$ cat config.mk
export PLATFORM = sky130hd
export DESIGN_NAME = khmc_top
export DESIGN_NICKNAME = d
export VERILOG_FILES = /design/src/rtl/khmc_pkg.sv /design/src/rtl/khmc_top.sv /design/src/rtl/khmc_msg_mem.sv
export VERILOG_INCLUDE_DIRS = /design/src /design/src/rtl
export SDC_FILE = /design/constraint.sdc
export NUM_CORES = 2
export LEC_CHECK = 0
export CORE_AREA = 2 2 444 446
export CTS_CLUSTER_SIZE = 16
export DETAILED_ROUTE_END_ITERATION = 16
export DIE_AREA = 0 0 446 448
export DONT_BUFFER_PORTS = 1
export PLACE_DENSITY_LB_ADDON = 0.2
export RECOVER_POWER = 25
export SLEW_MARGIN = 20
export SYNTH_ARGS = -nofsm -noshare
export SYNTH_HDL_FRONTEND = slang
export SYNTH_SLANG_ARGS = --single-unit
$ cat constraint.sdc
create_clock -name CLK -period 7.8 [get_ports CLK]
set_input_delay 1.56 -clock CLK [delete_from_list [all_inputs] [get_ports CLK]]
set_output_delay 1.56 -clock CLK [all_outputs]
set_load 0.005 [all_outputs]
$ cat src/rtl/khmc_regs.svh
// Purpose: register offsets, purpose codes and pad constants of the keyed hash block
// Assumes: byte addresses on a 12-bit APB address, one aligned 32-bit word per register
// Notes: definitions only
`ifndef KHMC_REGS_SVH
`define KHMC_REGS_SVH

// trigger, configuration and status registers
`define KHMC_OFF_START 12'h040
`define KHMC_OFF_PURPOSE 12'h044
`define KHMC_OFF_KEYSEL 12'h048
`define KHMC_OFF_CFG_DONE 12'h04C
`define KHMC_OFF_BLOCK 12'h050
`define KHMC_OFF_RES_DONE 12'h05C
`define KHMC_OFF_CLR_DBG 12'h060
`define KHMC_OFF_CLR_SIG 12'h064
`define KHMC_OFF_MISMATCH 12'h068
`define KHMC_OFF_BUSY 12'h06C
// message and result windows
`define KHMC_OFF_MSG_LO 12'h080
`define KHMC_OFF_MSG_HI 12'h0BC
`define KHMC_OFF_RES_LO 12'h0C0
`define KHMC_OFF_RES_HI 12'h0DC

// field positions
`define KHMC_BIT_TRIG 0
`define KHMC_BIT_LAST 1

// key purpose codes
`define KHMC_PUR_ALL 4'h5
`define KHMC_PUR_DBG 4'h6
`define KHMC_PUR_SIG 4'h7
`define KHMC_PUR_UP 4'h8

// fuse key blocks 0 to 5
`define KHMC_KEY_BLOCKS 3'h6

// pad words and the tail of a 768-bit second block
`define KHMC_IPAD 32'h36363636
`define KHMC_OPAD 32'h5C5C5C5C
`define KHMC_PAD_ONE 32'h80000000
`define KHMC_LEN_768 32'h00000300
`define KHMC_LAST_WORD 4'hF
`endif

$ cat src/rtl/khmc_pkg.sv
// Purpose: types of the keyed hash block
// Assumes: nothing
// Notes: constants live in khmc_regs.svh
package khmc_pkg;
  // gray sequence along idle, conf, feed, wait, up-idle, done
  typedef enum logic [2:0] {
    ST_IDLE = 3'h0, ST_CONF = 3'h1, ST_FEED = 3'h3, ST_WAIT = 3'h2, ST_UPIDLE = 3'h6, ST_DONE = 3'h7
  } khmc_state_type;

  // which 512-bit block is streamed to the hash core
  typedef enum logic [2:0] {
    PH_IPAD = 3'h0, PH_USER = 3'h1, PH_ZMSG = 3'h2, PH_OPAD = 3'h3, PH_OTAIL = 3'h4
  } khmc_phase_type;

  typedef struct packed {
    khmc_state_type st;
    khmc_phase_type phase;
    logic [3:0] cnt; // word being fetched
    logic vld_d; // fetch stage valid
    logic init_d; // fetch stage opens a hash
    logic [3:0] cnt_d; // fetch stage word index
    logic [3:0] purpose;
    logic [2:0] keysel;
    logic mismatch;
    logic busy;
    logic last;
    logic [255:0] h1; // inner digest
    logic [255:0] res; // upstream result
    logic res_vld;
    logic dbg_unl;
    logic [255:0] sig_key;
    logic sig_vld;
    logic pready;
    logic pslverr;
    logic [31:0] prdata;
    logic sha_init;
    logic sha_wvld;
    logic [31:0] sha_wdata;
    logic jtag_en;
  } khmc_regs_type;
endpackage

$ cat src/rtl/khmc_top.sv
// Purpose: keyed hash controller, APB registers, pad sequencing and result delivery
// Assumes: external SHA-256 core, fuse store and system words on the same clock
// Notes: one word per cycle streamed, sixteen words per block
//
// The implementer's own choices: the APB slave port and the address map.
`timescale 1ns/10ps
`include "khmc_regs.svh"
module khmc_top (
  input wire logic CLK,
  input wire logic RESETN,
  input wire logic PSEL,
  input wire logic PENABLE,
  input wire logic PWRITE,
  input wire logic [11:0] PADDR,
  input wire logic [31:0] PWDATA,
  output logic [31:0] PRDATA,
  output logic PREADY,
  output logic PSLVERR,
  output logic [2:0] FUSE_KEY_SEL,
  input wire logic [255:0] FUSE_KEY,
  input wire logic [3:0] FUSE_PURPOSE,
  input wire logic DEBUG_SOFT_DISABLE_FUSE,
  input wire logic DEBUG_HARD_DISABLE_FUSE,
  input wire logic [255:0] DEBUG_UNLOCK_EXPECTED_WORDS,
  output logic JTAG_ENABLE,
  output logic SHA_INIT,
  output logic SHA_WVALID,
  output logic [31:0] SHA_WDATA,
  input wire logic SHA_DONE,
  input wire logic [255:0] SHA_DIGEST,
  output logic [255:0] SIG_KEY,
  output logic SIG_KEY_VALID
);
  khmc_pkg::khmc_regs_type r_r; // all state
  khmc_pkg::khmc_regs_type r_nxt; // next state
  logic [31:0] mem_rd; // registered message word
  logic acc; // apb access edge with pready high
  logic wr; // write takes effect this edge
  logic setup; // apb setup cycle
  logic msg_wr; // write into the message window

  // exact register hit
  function automatic logic hit(input logic [11:0] a, input logic [11:0] off);
    hit = (a == off);
  endfunction

  // address inside a word window
  function automatic logic in_win(input logic [11:0] a, input logic [11:0] lo, input logic [11:0] hi);
    in_win = (a >= lo) && (a <= hi) && (a[1:0] == 2'h0);
  endfunction

  // fuse purpose against configured purpose, combined key serves both downstream uses
  function automatic logic purpose_ok(input logic [3:0] cfg, input logic [3:0] fuse, input logic [2:0] sel);
    logic known;
    known = (cfg >= `KHMC_PUR_ALL) && (cfg <= `KHMC_PUR_UP);
    purpose_ok = known && (sel < `KHMC_KEY_BLOCKS) &&
      ((fuse == cfg) || ((fuse == `KHMC_PUR_ALL) && ((cfg == `KHMC_PUR_DBG) || (cfg == `KHMC_PUR_SIG))));
  endfunction

  // word idx of the block streamed in phase ph, word 0 is the high end
  function automatic logic [31:0] feed_word(input khmc_pkg::khmc_phase_type ph, input logic [3:0] idx,
                                            input logic [255:0] key, input logic [255:0] h,
                                            input logic [31:0] msg);
    logic [7:0] base;
    logic [31:0] kw;
    logic [31:0] hw;
    logic [31:0] tail;
    base = {3'(3'h7 - idx[2:0]), 5'h00};
    kw = key[base +: 32];
    hw = h[base +: 32];
    // second block of a 768-bit message: one bit, zeros, length
    tail = (idx == 4'h8) ? `KHMC_PAD_ONE : ((idx == `KHMC_LAST_WORD) ? `KHMC_LEN_768 : 32'h00000000);
    case (ph)
      khmc_pkg::PH_IPAD: feed_word = idx[3] ? `KHMC_IPAD : (kw ^ `KHMC_IPAD);
      khmc_pkg::PH_OPAD: feed_word = idx[3] ? `KHMC_OPAD : (kw ^ `KHMC_OPAD);
      khmc_pkg::PH_USER: feed_word = msg;
      khmc_pkg::PH_ZMSG: feed_word = idx[3] ? tail : 32'h00000000;
      default: feed_word = idx[3] ? tail : hw;
    endcase
  endfunction

  assign setup = PSEL && !PENABLE;
  assign acc = PSEL && PENABLE && r_r.pready;
  assign wr = acc && PWRITE;
  // message words are frozen while a block is hashed
  assign msg_wr = wr && !r_r.busy && in_win(PADDR, `KHMC_OFF_MSG_LO, `KHMC_OFF_MSG_HI);

  // message store, read in step with the fetch counter
  khmc_msg_mem #(.DEPTH(16), .WIDTH(32)) u_msg (
    .clk(CLK),
    .wr_en(msg_wr),
    .wr_idx(PADDR[5:2]),
    .wr_data(PWDATA),
    .rd_idx(r_r.cnt),
    .rd_data(mem_rd)
  );

  // next state of the whole block
  always_comb begin
    r_nxt = r_r;
    r_nxt.pready = 1'b0;
    r_nxt.pslverr = 1'b0;
    r_nxt.sha_init = 1'b0;
    r_nxt.sha_wvld = 1'b0;
    r_nxt.vld_d = 1'b0;
    r_nxt.init_d = 1'b0;
    // debug port open unless hard fuse set; soft fuse needs an unlock
    r_nxt.jtag_en = !DEBUG_HARD_DISABLE_FUSE && (!DEBUG_SOFT_DISABLE_FUSE || r_r.dbg_unl);

    // second stage of the stream, memory data is valid now
    if (r_r.vld_d) begin
      r_nxt.sha_wvld = 1'b1;
      r_nxt.sha_init = r_r.init_d;
      r_nxt.sha_wdata = feed_word(r_r.phase, r_r.cnt_d, FUSE_KEY, r_r.h1, mem_rd);
    end

    // apb setup: answer in the access cycle that follows
    if (setup) begin
      r_nxt.pready = 1'b1;
      r_nxt.prdata = 32'h00000000;
      if (hit(PADDR, `KHMC_OFF_MISMATCH) && !PWRITE) begin
        r_nxt.prdata = {31'h00000000, r_r.mismatch};
      end else if (hit(PADDR, `KHMC_OFF_BUSY) && !PWRITE) begin
        r_nxt.prdata = {31'h00000000, r_r.busy};
      end else if (in_win(PADDR, `KHMC_OFF_RES_LO, `KHMC_OFF_RES_HI) && !PWRITE) begin
        // only an upstream result is ever visible here
        if (r_r.res_vld) begin
          r_nxt.prdata = r_r.res[{3'(3'h7 - PADDR[4:2]), 5'h00} +: 32];
        end
      end else if (in_win(PADDR, `KHMC_OFF_MSG_LO, `KHMC_OFF_MSG_HI) && PWRITE) begin
        r_nxt.prdata = 32'h00000000;
      end else if ((hit(PADDR, `KHMC_OFF_START) || hit(PADDR, `KHMC_OFF_PURPOSE) || hit(PADDR, `KHMC_OFF_KEYSEL) ||
                    hit(PADDR, `KHMC_OFF_CFG_DONE) || hit(PADDR, `KHMC_OFF_BLOCK) ||
                    hit(PADDR, `KHMC_OFF_RES_DONE) || hit(PADDR, `KHMC_OFF_CLR_DBG) ||
                    hit(PADDR, `KHMC_OFF_CLR_SIG)) && PWRITE) begin
        // the two unused trigger slots between block and result done fall through to an error
        r_nxt.prdata = 32'h00000000;
      end else begin
        r_nxt.pslverr = 1'b1; // unmapped or wrong direction
      end
    end

    // discard derived results, independent of the sequencer
    if (wr && hit(PADDR, `KHMC_OFF_CLR_DBG) && PWDATA[`KHMC_BIT_TRIG]) begin
      r_nxt.dbg_unl = 1'b0;
    end
    if (wr && hit(PADDR, `KHMC_OFF_CLR_SIG) && PWDATA[`KHMC_BIT_TRIG]) begin
      r_nxt.sig_vld = 1'b0;
      r_nxt.sig_key = 256'h0;
    end

    // start works from any idle point and reopens configuration
    if (wr && hit(PADDR, `KHMC_OFF_START) && PWDATA[`KHMC_BIT_TRIG] && !r_r.busy) begin
      r_nxt.st = khmc_pkg::ST_CONF;
      r_nxt.mismatch = 1'b0;
      r_nxt.res_vld = 1'b0;
      r_nxt.res = 256'h0;
    end else begin
      case (r_r.st)
        khmc_pkg::ST_IDLE: begin
          r_nxt.st = khmc_pkg::ST_IDLE;
        end
        khmc_pkg::ST_CONF: begin
          // purpose and key writes only count while configuring
          if (wr && hit(PADDR, `KHMC_OFF_PURPOSE)) begin
            r_nxt.purpose = PWDATA[3:0];
          end
          if (wr && hit(PADDR, `KHMC_OFF_KEYSEL)) begin
            r_nxt.keysel = PWDATA[2:0];
          end
          if (wr && hit(PADDR, `KHMC_OFF_CFG_DONE) && PWDATA[`KHMC_BIT_TRIG]) begin
            if (purpose_ok(r_r.purpose, FUSE_PURPOSE, r_r.keysel)) begin
              r_nxt.mismatch = 1'b0;
              r_nxt.busy = 1'b1;
              r_nxt.phase = khmc_pkg::PH_IPAD;
              r_nxt.cnt = 4'h0;
              r_nxt.st = khmc_pkg::ST_FEED;
            end else begin
              r_nxt.mismatch = 1'b1;
              r_nxt.st = khmc_pkg::ST_IDLE;
            end
          end
        end
        khmc_pkg::ST_FEED: begin
          // fetch one word per cycle, memory answers next cycle
          r_nxt.vld_d = 1'b1;
          r_nxt.cnt_d = r_r.cnt;
          r_nxt.init_d = (r_r.cnt == 4'h0) &&
            ((r_r.phase == khmc_pkg::PH_IPAD) || (r_r.phase == khmc_pkg::PH_OPAD));
          r_nxt.cnt = 4'(r_r.cnt + 4'h1);
          if (r_r.cnt == `KHMC_LAST_WORD) begin
            r_nxt.st = khmc_pkg::ST_WAIT;
          end
        end
        khmc_pkg::ST_WAIT: begin
          // the core owns the digest; choose the next block when it is done
          if (SHA_DONE) begin
            r_nxt.cnt = 4'h0;
            r_nxt.st = khmc_pkg::ST_FEED;
            case (r_r.phase)
              khmc_pkg::PH_IPAD: begin
                if (r_r.purpose == `KHMC_PUR_UP) begin
                  r_nxt.busy = 1'b0;
                  r_nxt.st = khmc_pkg::ST_UPIDLE;
                end else begin
                  r_nxt.phase = khmc_pkg::PH_ZMSG;
                end
              end
              khmc_pkg::PH_USER: begin
                if (r_r.last) begin
                  r_nxt.h1 = SHA_DIGEST;
                  r_nxt.phase = khmc_pkg::PH_OPAD;
                end else begin
                  r_nxt.busy = 1'b0;
                  r_nxt.st = khmc_pkg::ST_UPIDLE;
                end
              end
              khmc_pkg::PH_ZMSG: begin
                r_nxt.h1 = SHA_DIGEST;
                r_nxt.phase = khmc_pkg::PH_OPAD;
              end
              khmc_pkg::PH_OPAD: begin
                r_nxt.phase = khmc_pkg::PH_OTAIL;
              end
              default: begin
                // final digest goes only to the consumers of its purpose, both downstream ones for the combined key
                r_nxt.busy = 1'b0;
                r_nxt.st = khmc_pkg::ST_DONE;
                if (r_r.purpose == `KHMC_PUR_UP) begin
                  r_nxt.res = SHA_DIGEST;
                  r_nxt.res_vld = 1'b1;
                end
                if ((r_r.purpose == `KHMC_PUR_DBG) || (r_r.purpose == `KHMC_PUR_ALL)) begin
                  r_nxt.dbg_unl = (SHA_DIGEST == DEBUG_UNLOCK_EXPECTED_WORDS);
                end
                if ((r_r.purpose == `KHMC_PUR_SIG) || (r_r.purpose == `KHMC_PUR_ALL)) begin
                  r_nxt.sig_key = SHA_DIGEST;
                  r_nxt.sig_vld = 1'b1;
                end
              end
            endcase
          end
        end
        khmc_pkg::ST_UPIDLE: begin
          // a block trigger hashes the sixteen stored words
          if (wr && hit(PADDR, `KHMC_OFF_BLOCK) && PWDATA[`KHMC_BIT_TRIG] && !r_r.busy) begin
            r_nxt.busy = 1'b1;
            r_nxt.last = PWDATA[`KHMC_BIT_LAST];
            r_nxt.phase = khmc_pkg::PH_USER;
            r_nxt.cnt = 4'h0;
            r_nxt.st = khmc_pkg::ST_FEED;
          end
        end
        khmc_pkg::ST_DONE: begin
          // closing drops the upstream result
          if (wr && hit(PADDR, `KHMC_OFF_RES_DONE) && PWDATA[`KHMC_BIT_TRIG]) begin
            r_nxt.res_vld = 1'b0;
            r_nxt.res = 256'h0;
            r_nxt.st = khmc_pkg::ST_IDLE;
          end
        end
        default: begin
          r_nxt.st = khmc_pkg::ST_IDLE;
        end
      endcase
    end
  end

  // one register for all state, cleared by the synchronous reset
  always_ff @(posedge CLK) begin
    if (!RESETN) begin
      r_r <= '0;
    end else begin
      r_r <= r_nxt;
    end
  end

  // outputs straight from state flops
  assign PRDATA = r_r.prdata;
  assign PREADY = r_r.pready;
  assign PSLVERR = r_r.pslverr;
  assign FUSE_KEY_SEL = r_r.keysel;
  assign JTAG_ENABLE = r_r.jtag_en;
  assign SHA_INIT = r_r.sha_init;
  assign SHA_WVALID = r_r.sha_wvld;
  assign SHA_WDATA = r_r.sha_wdata;
  assign SIG_KEY = r_r.sig_key;
  assign SIG_KEY_VALID = r_r.sig_vld;

  // checks beside the logic
  a_mismatch_idle: assert property (@(posedge CLK) disable iff (!RESETN)
    r_r.mismatch |-> !r_r.busy) else $error("busy while purposes disagree");
  a_cfg_busy: assert property (@(posedge CLK) disable iff (!RESETN)
    (r_r.st == khmc_pkg::ST_CONF && wr && hit(PADDR, `KHMC_OFF_CFG_DONE) && PWDATA[0] &&
     purpose_ok(r_r.purpose, FUSE_PURPOSE, r_r.keysel)) |=> r_r.busy && !r_r.mismatch)
    else $error("config done did not raise busy");
  a_res_hidden: assert property (@(posedge CLK) disable iff (!RESETN)
    r_r.res_vld |-> (r_r.purpose == `KHMC_PUR_UP)) else $error("downstream result readable");
  a_hard_off: assert property (@(posedge CLK) disable iff (!RESETN)
    DEBUG_HARD_DISABLE_FUSE |=> !JTAG_ENABLE) else $error("debug open despite hard fuse");
  a_unlock_keep: assert property (@(posedge CLK) disable iff (!RESETN)
    (r_r.dbg_unl && !(wr && hit(PADDR, `KHMC_OFF_CLR_DBG) && PWDATA[0]) && r_r.st != khmc_pkg::ST_WAIT)
    |=> r_r.dbg_unl) else $error("unlock lost without clear");
  a_sig_clear: assert property (@(posedge CLK) disable iff (!RESETN)
    (wr && hit(PADDR, `KHMC_OFF_CLR_SIG) && PWDATA[0]) |=> !SIG_KEY_VALID ##1 (SIG_KEY == 256'h0))
    else $error("signature key not discarded");
  a_block_len: assert property (@(posedge CLK) disable iff (!RESETN)
    $rose(SHA_WVALID) |-> ##15 SHA_WVALID ##1 !SHA_WVALID) else $error("block not sixteen words");
  a_ipad_word: assert property (@(posedge CLK) disable iff (!RESETN)
    (SHA_INIT && r_r.phase == khmc_pkg::PH_IPAD) |-> (SHA_WDATA == ($past(FUSE_KEY[255:224]) ^ `KHMC_IPAD)))
    else $error("inner pad word wrong");
  a_done_idle: assert property (@(posedge CLK) disable iff (!RESETN)
    (r_r.st == khmc_pkg::ST_DONE) |-> !r_r.busy) else $error("busy after finish");
  a_busy_block: assert property (@(posedge CLK) disable iff (!RESETN)
    (r_r.busy && wr && hit(PADDR, `KHMC_OFF_BLOCK)) |=> $stable(r_r.last))
    else $error("block accepted while busy");
  a_start_clear: assert property (@(posedge CLK) disable iff (!RESETN)
    (wr && hit(PADDR, `KHMC_OFF_START) && PWDATA[0] && !r_r.busy) |=> (!r_r.mismatch && !r_r.res_vld))
    else $error("start left stale status");
endmodule

$ cat src/rtl/khmc_msg_mem.sv
// Purpose: sixteen-word message store for upstream blocks
// Assumes: one write and one read port on one clock
// Notes: read data is registered, one cycle behind the index
`timescale 1ns/10ps
module khmc_msg_mem #(
  parameter int DEPTH = 16,
  parameter int WIDTH = 32
) (
  input wire logic clk,
  input wire logic wr_en,
  input wire logic [$clog2(DEPTH)-1:0] wr_idx,
  input wire logic [WIDTH-1:0] wr_data,
  input wire logic [$clog2(DEPTH)-1:0] rd_idx,
  output logic [WIDTH-1:0] rd_data
);
  logic [WIDTH-1:0] mem_r [DEPTH]; // no reset, software fills before use

  // write port and registered read
  always_ff @(posedge clk) begin
    if (wr_en) begin
      mem_r[wr_idx] <= wr_data;
    end
    rd_data <= mem_r[rd_idx];
  end
endmodule

==> results.txt <==
----------------------------------------------------
[Final layout]
  Number of inserted filler cells in the final layout ... ~19000
  Design area ... approximately 67000 sq um
  Area growth from synthesis to final layout ... 8.40%
  Number of nets in the layout ... 5933
  Fraction of layout cells with a size suffix above 1 ... between 10% and 20%

[Global routing]
  Combined global-route utilization of all metal layers ... a little under a third
  Number of global-route vias before repair ... around 42000
  Largest net degree at the start of global routing ... about 180
  Final global-route overflow total ... 0
  First-pass GRT wire length ... approximately 400 mm
  Initial antenna violation count ... 84

[Placed design]
  Instance area after placement ... between 60000 and 70000 sq um
  Final weighted congestion in routability-driven placement ... 0.926
  # port buffers ... 0
  Sum of net half-perimeters after detailed placement ... between 200 and 250 mm

[Pwr]
  Switching component of the power ... approximately 3.6 mW
  Switching fraction of total power ... 23.0%
  Leakage component of the power ... approximately 20 nW
  Fraction of power consumed by the clock network ... a little under 50%
  Cell area power density ... 232 nW/um^2
  Maximum resistive drop on vdd ... 0.164 mV
  Combinational Power Share ... 2.8%
  Final total power ... approximately 16 mW
  Fraction of power consumed by sequential logic ... about half
  Internal power component ... ~12 mW

[Clocking]
  TritonCTS clock tree ... built
  Reg clk slew, reported paths ... 0.06 ns
  Clock buffers created by TritonCTS ... approximately 160
  Clock buffer depth ... 3
  Level count of the clock H-tree ... 4
  Post-CTS setup buffers ... 0
  Post-cts resize count ... 0
  Count of hold buffers inserted by post-cts repair ... 0
  Clock Tree Root ... clkbuf_16
  Clock insertion delay at the later pin of the skew report ... between 0.8 and 0.9 ns
  Sinks on the clock net ... ~1400

[Yosys]
  Number of synthesized register bits ... around 1400
  Count of synthesis-stage warnings from yosys ... 0
  Synth unique cells ... 70
  Sequential element share of the synthesized area ... between 50% and 60%
  FFs w/ async S/R, synth ... 0%
  Top cell type by total area after synthesis ... dfxtp_1
  Synthesized Nets ... roughly 6400
  Main area contributors after synthesis ... dfxtp_1 29%, edfxtp_1 25%, mux4_2 11%
  Post-synthesis cell count ... about 5600
  EDFF count, synth ... a little over 500
  Fraction of synthesized cell area taken by the top area cell type ... between 20% and 30%
  Most used flip-flop cell after synthesis ... dfxtp_1
  Synth Cell Area ... about 62000 sq um
  Mean instance size in the synthesized netlist ... 11.0 sq um

[Flow run]
  Total of max-cap violations ... 3

[Status]
  Violated checks ... capacitance limit, slew limit
  Outcome ... complete, but fails checks

[Timing]
  Final-report hold violation count ... 0
  Maximum achievable frequency ... between 0.2 and 0.25 GHz
  Period utilization ... 63.2%
  Final setup fails ... 0
  Sum Neg Setup Slack ... 0 ns
  Slew of the pin with the lowest slew margin ... between 3 and 4 ns
  Final Max Slew Viols ... between 150 and 200
  Tightest slew margin relative to the limit ... -150%
  Post-route clock skew ... 0.0823 ns
  RSZ-0062 raised after global routing ... false
  Post-layout min period ... 4.93 ns

[Setup path]
  Crit-path max FO ... between 150 and 200
  Max incr delay on CP ... 2.61 ns
  Series of cell instances along the critical path ... inv_8 -> clkbuf_1 -> buf_12 -> a21oi_1
  Worst reg2reg path endpoint ... u_msg.rd_data[9]
  CP Capture Point ... SIG_KEY[56]
  Slowest cell on crit path ... clkbuf_1
  FF-to-FF setup slack ... about 3.6 ns
  Reg2Reg Depth ... 3
  Crit path launch ... RESETN
  Worst Path Required ... around 8.5 ns
  Setup crit start kind ... primary input
  Worst Path Class, Setup ... in -> reg
  Worst R2R Start ... r_r[856]
  Kind of end point of the critical path ... flop
  Data arrival time of the worst path ... 5.58 ns

[Die]
  Standard-cell row count ... 162
  DIE AREA ... about 200000 sq um
  Boundary Pins ... between 1000 and 1500
  Die W ... between 400 and 500 microns
  Initial cell density of the core ... between 30% and 40%
  Chip Height ... 448 microns
  Area of the core region ... about 190000 sq um

[Hold path]
  Worst hold path class ... reg -> reg

[Routing]
  Uppermost layer routed ... met5
  First DRT Iteration DRCs ... roughly 5500
  Met1 Wirelength ... about 110 mm
  Routed vias ... 44937
  Average detailed-routed wire length per instance ... roughly 40 microns
  Final routed DRC violation total ... 0
  Met2 routed wirelength ... between 100 and 150 mm
  First-pass iteration count of the detailed router ... 6
  Total met3 wirelength after detailed routing ... between 30 and 40 mm
  Wire length after detailed routing ... approximately 320 mm
  Via density ... 5.75
  Antenna viol nets, final ... 0

----------------------------------------------------
-- area by class of cell --
class | count | area [sq um] | share of cell area [%]
Clock buffer | 229 | 4460 | 6.65
Tap cell | 2542 | 3180 | 4.74
Antenna cell | 44 | 110 | 0.164
Clock inverter | 60 | 736 | 1.10
Timing Repair Buffer | 83 | 778 | 1.16
Inverter | 29 | 116 | 0.173
Sequential cell | 1410 | 33400 | 49.8
Multi-Input combinational cell | 3424 | 24300 | 36.3
-- layer usage --
layer	vias to the layer above	track usage, %
met5	-	0
met4	36	21.4
met3	634	11.5
met2	2535	47.3
met1	22792	34.2
li1	18940	-
-- cells in the final DEF, fill, tap and decap left out, drive strengths merged, types with 44 or more instances in the layout --
master,n
nand4,59
a21oi,570
mux4,312
nand2,908
buf,81
dfxtp,898
diode,44
clkinv,48
nand3,268
xnor2,212
a22oi,262
nor2,317
o21ai,83
mux2i,125
clkbuf,231
edfxtp,512
-- worst max-delay path, delay by kind of cell --
kind / cells / cell delay, ns
buffers and inverters: 3 / 3.56
AO/OA/AOI/OAI: 1 / 0.09
-- power groups by stage --
stage               clock (mW)  combinational, mW  sequential (mW)
finish                    7.53              0.432             7.61
floorplan                    0              0.271             7.77
CTS                       7.63              0.427             7.61
detailed placement           0              0.425             7.77
global route              7.91              0.432             7.61
global placement             0              0.424             7.77
-- cells in the mapped netlist (all sizes together), types with 4 or more instances --
library cell / n
xor2: 31
nand2b: 13
a22oi: 262
a21oi: 570
nand4: 59
dfxtp: 898
mux2: 24
and2: 36
and3: 4
a41oi: 24
o211ai: 5
o22ai: 14
nor3: 9
buf: 490
edfxtp: 512
nor2b: 15
nor2: 317
clkbuf: 268
o31ai: 5
a211oi: 7
xnor2: 212
o221ai: 24
nand3: 268
mux4: 312
mux2i: 125
a31oi: 8
nor4: 27
or2: 4
a2111oi: 8
o21ai: 83
inv: 29
nand2: 908
or4: 10
-- flip-flops by register name, summed over array words and instances (netlist names) --
name / count
r_r: 537
u_msg.mem_r: 512
SIG_KEY: 256
PRDATA: 32
SHA_WDATA: 32
u_msg.rd_data: 32
FUSE_KEY_SEL: 3
JTAG_ENABLE: 1
PREADY: 1
PSLVERR: 1
SHA_INIT: 1
SHA_WVALID: 1
SIG_KEY_VALID: 1
-- kinds of logic (layout without fill, tap and decap cells) --
logic type,count (synthesis),after routing,share of synthesized area (%)
and+or+nand+nor,1686,1686,11.7
DFF,1410,1410,53.9
AOI/OAI and AO/OA,1032,1032,10.0
buffers and inverters,787,401,7.10
muxes,461,461,13.8
xor gates and xnor gates,243,243,3.44
adders and majority gates,2,2,0.0404
other,0,44,0
-- how the worst min path moves through the flow --
stage	from	to	cells after the start
6_report	r_r[765]	r_r[765]	2
5_1_grt	r_r[667]	r_r[667]	2
4_1_cts	r_r[749]	r_r[749]	2
3_5_place_dp	r_r[749]	r_r[749]	2
3_3_place_gp	r_r[749]	r_r[749]	2
2_1_floorplan	r_r[326]	JTAG_ENABLE	2
-- through the flow --
step / std cells / hold WS, ns / setup WS, ns / util [%]
final: 7821 / 0.452 / 2.87 / 34.5
after global routing: 7798 / 0.467 / 2.69 / 34.4
after CTS: 7777 / 0.451 / 3.52 / 34.4
after detailed placement: 7488 / 0.443 / 2.65 / 31.7
after global placement: 7487 / 0.437 / 2.70 / 31.7
after floorplan: 5621 / 0.428 / 2.73 / -
Power figures use the tool's default switching activity.
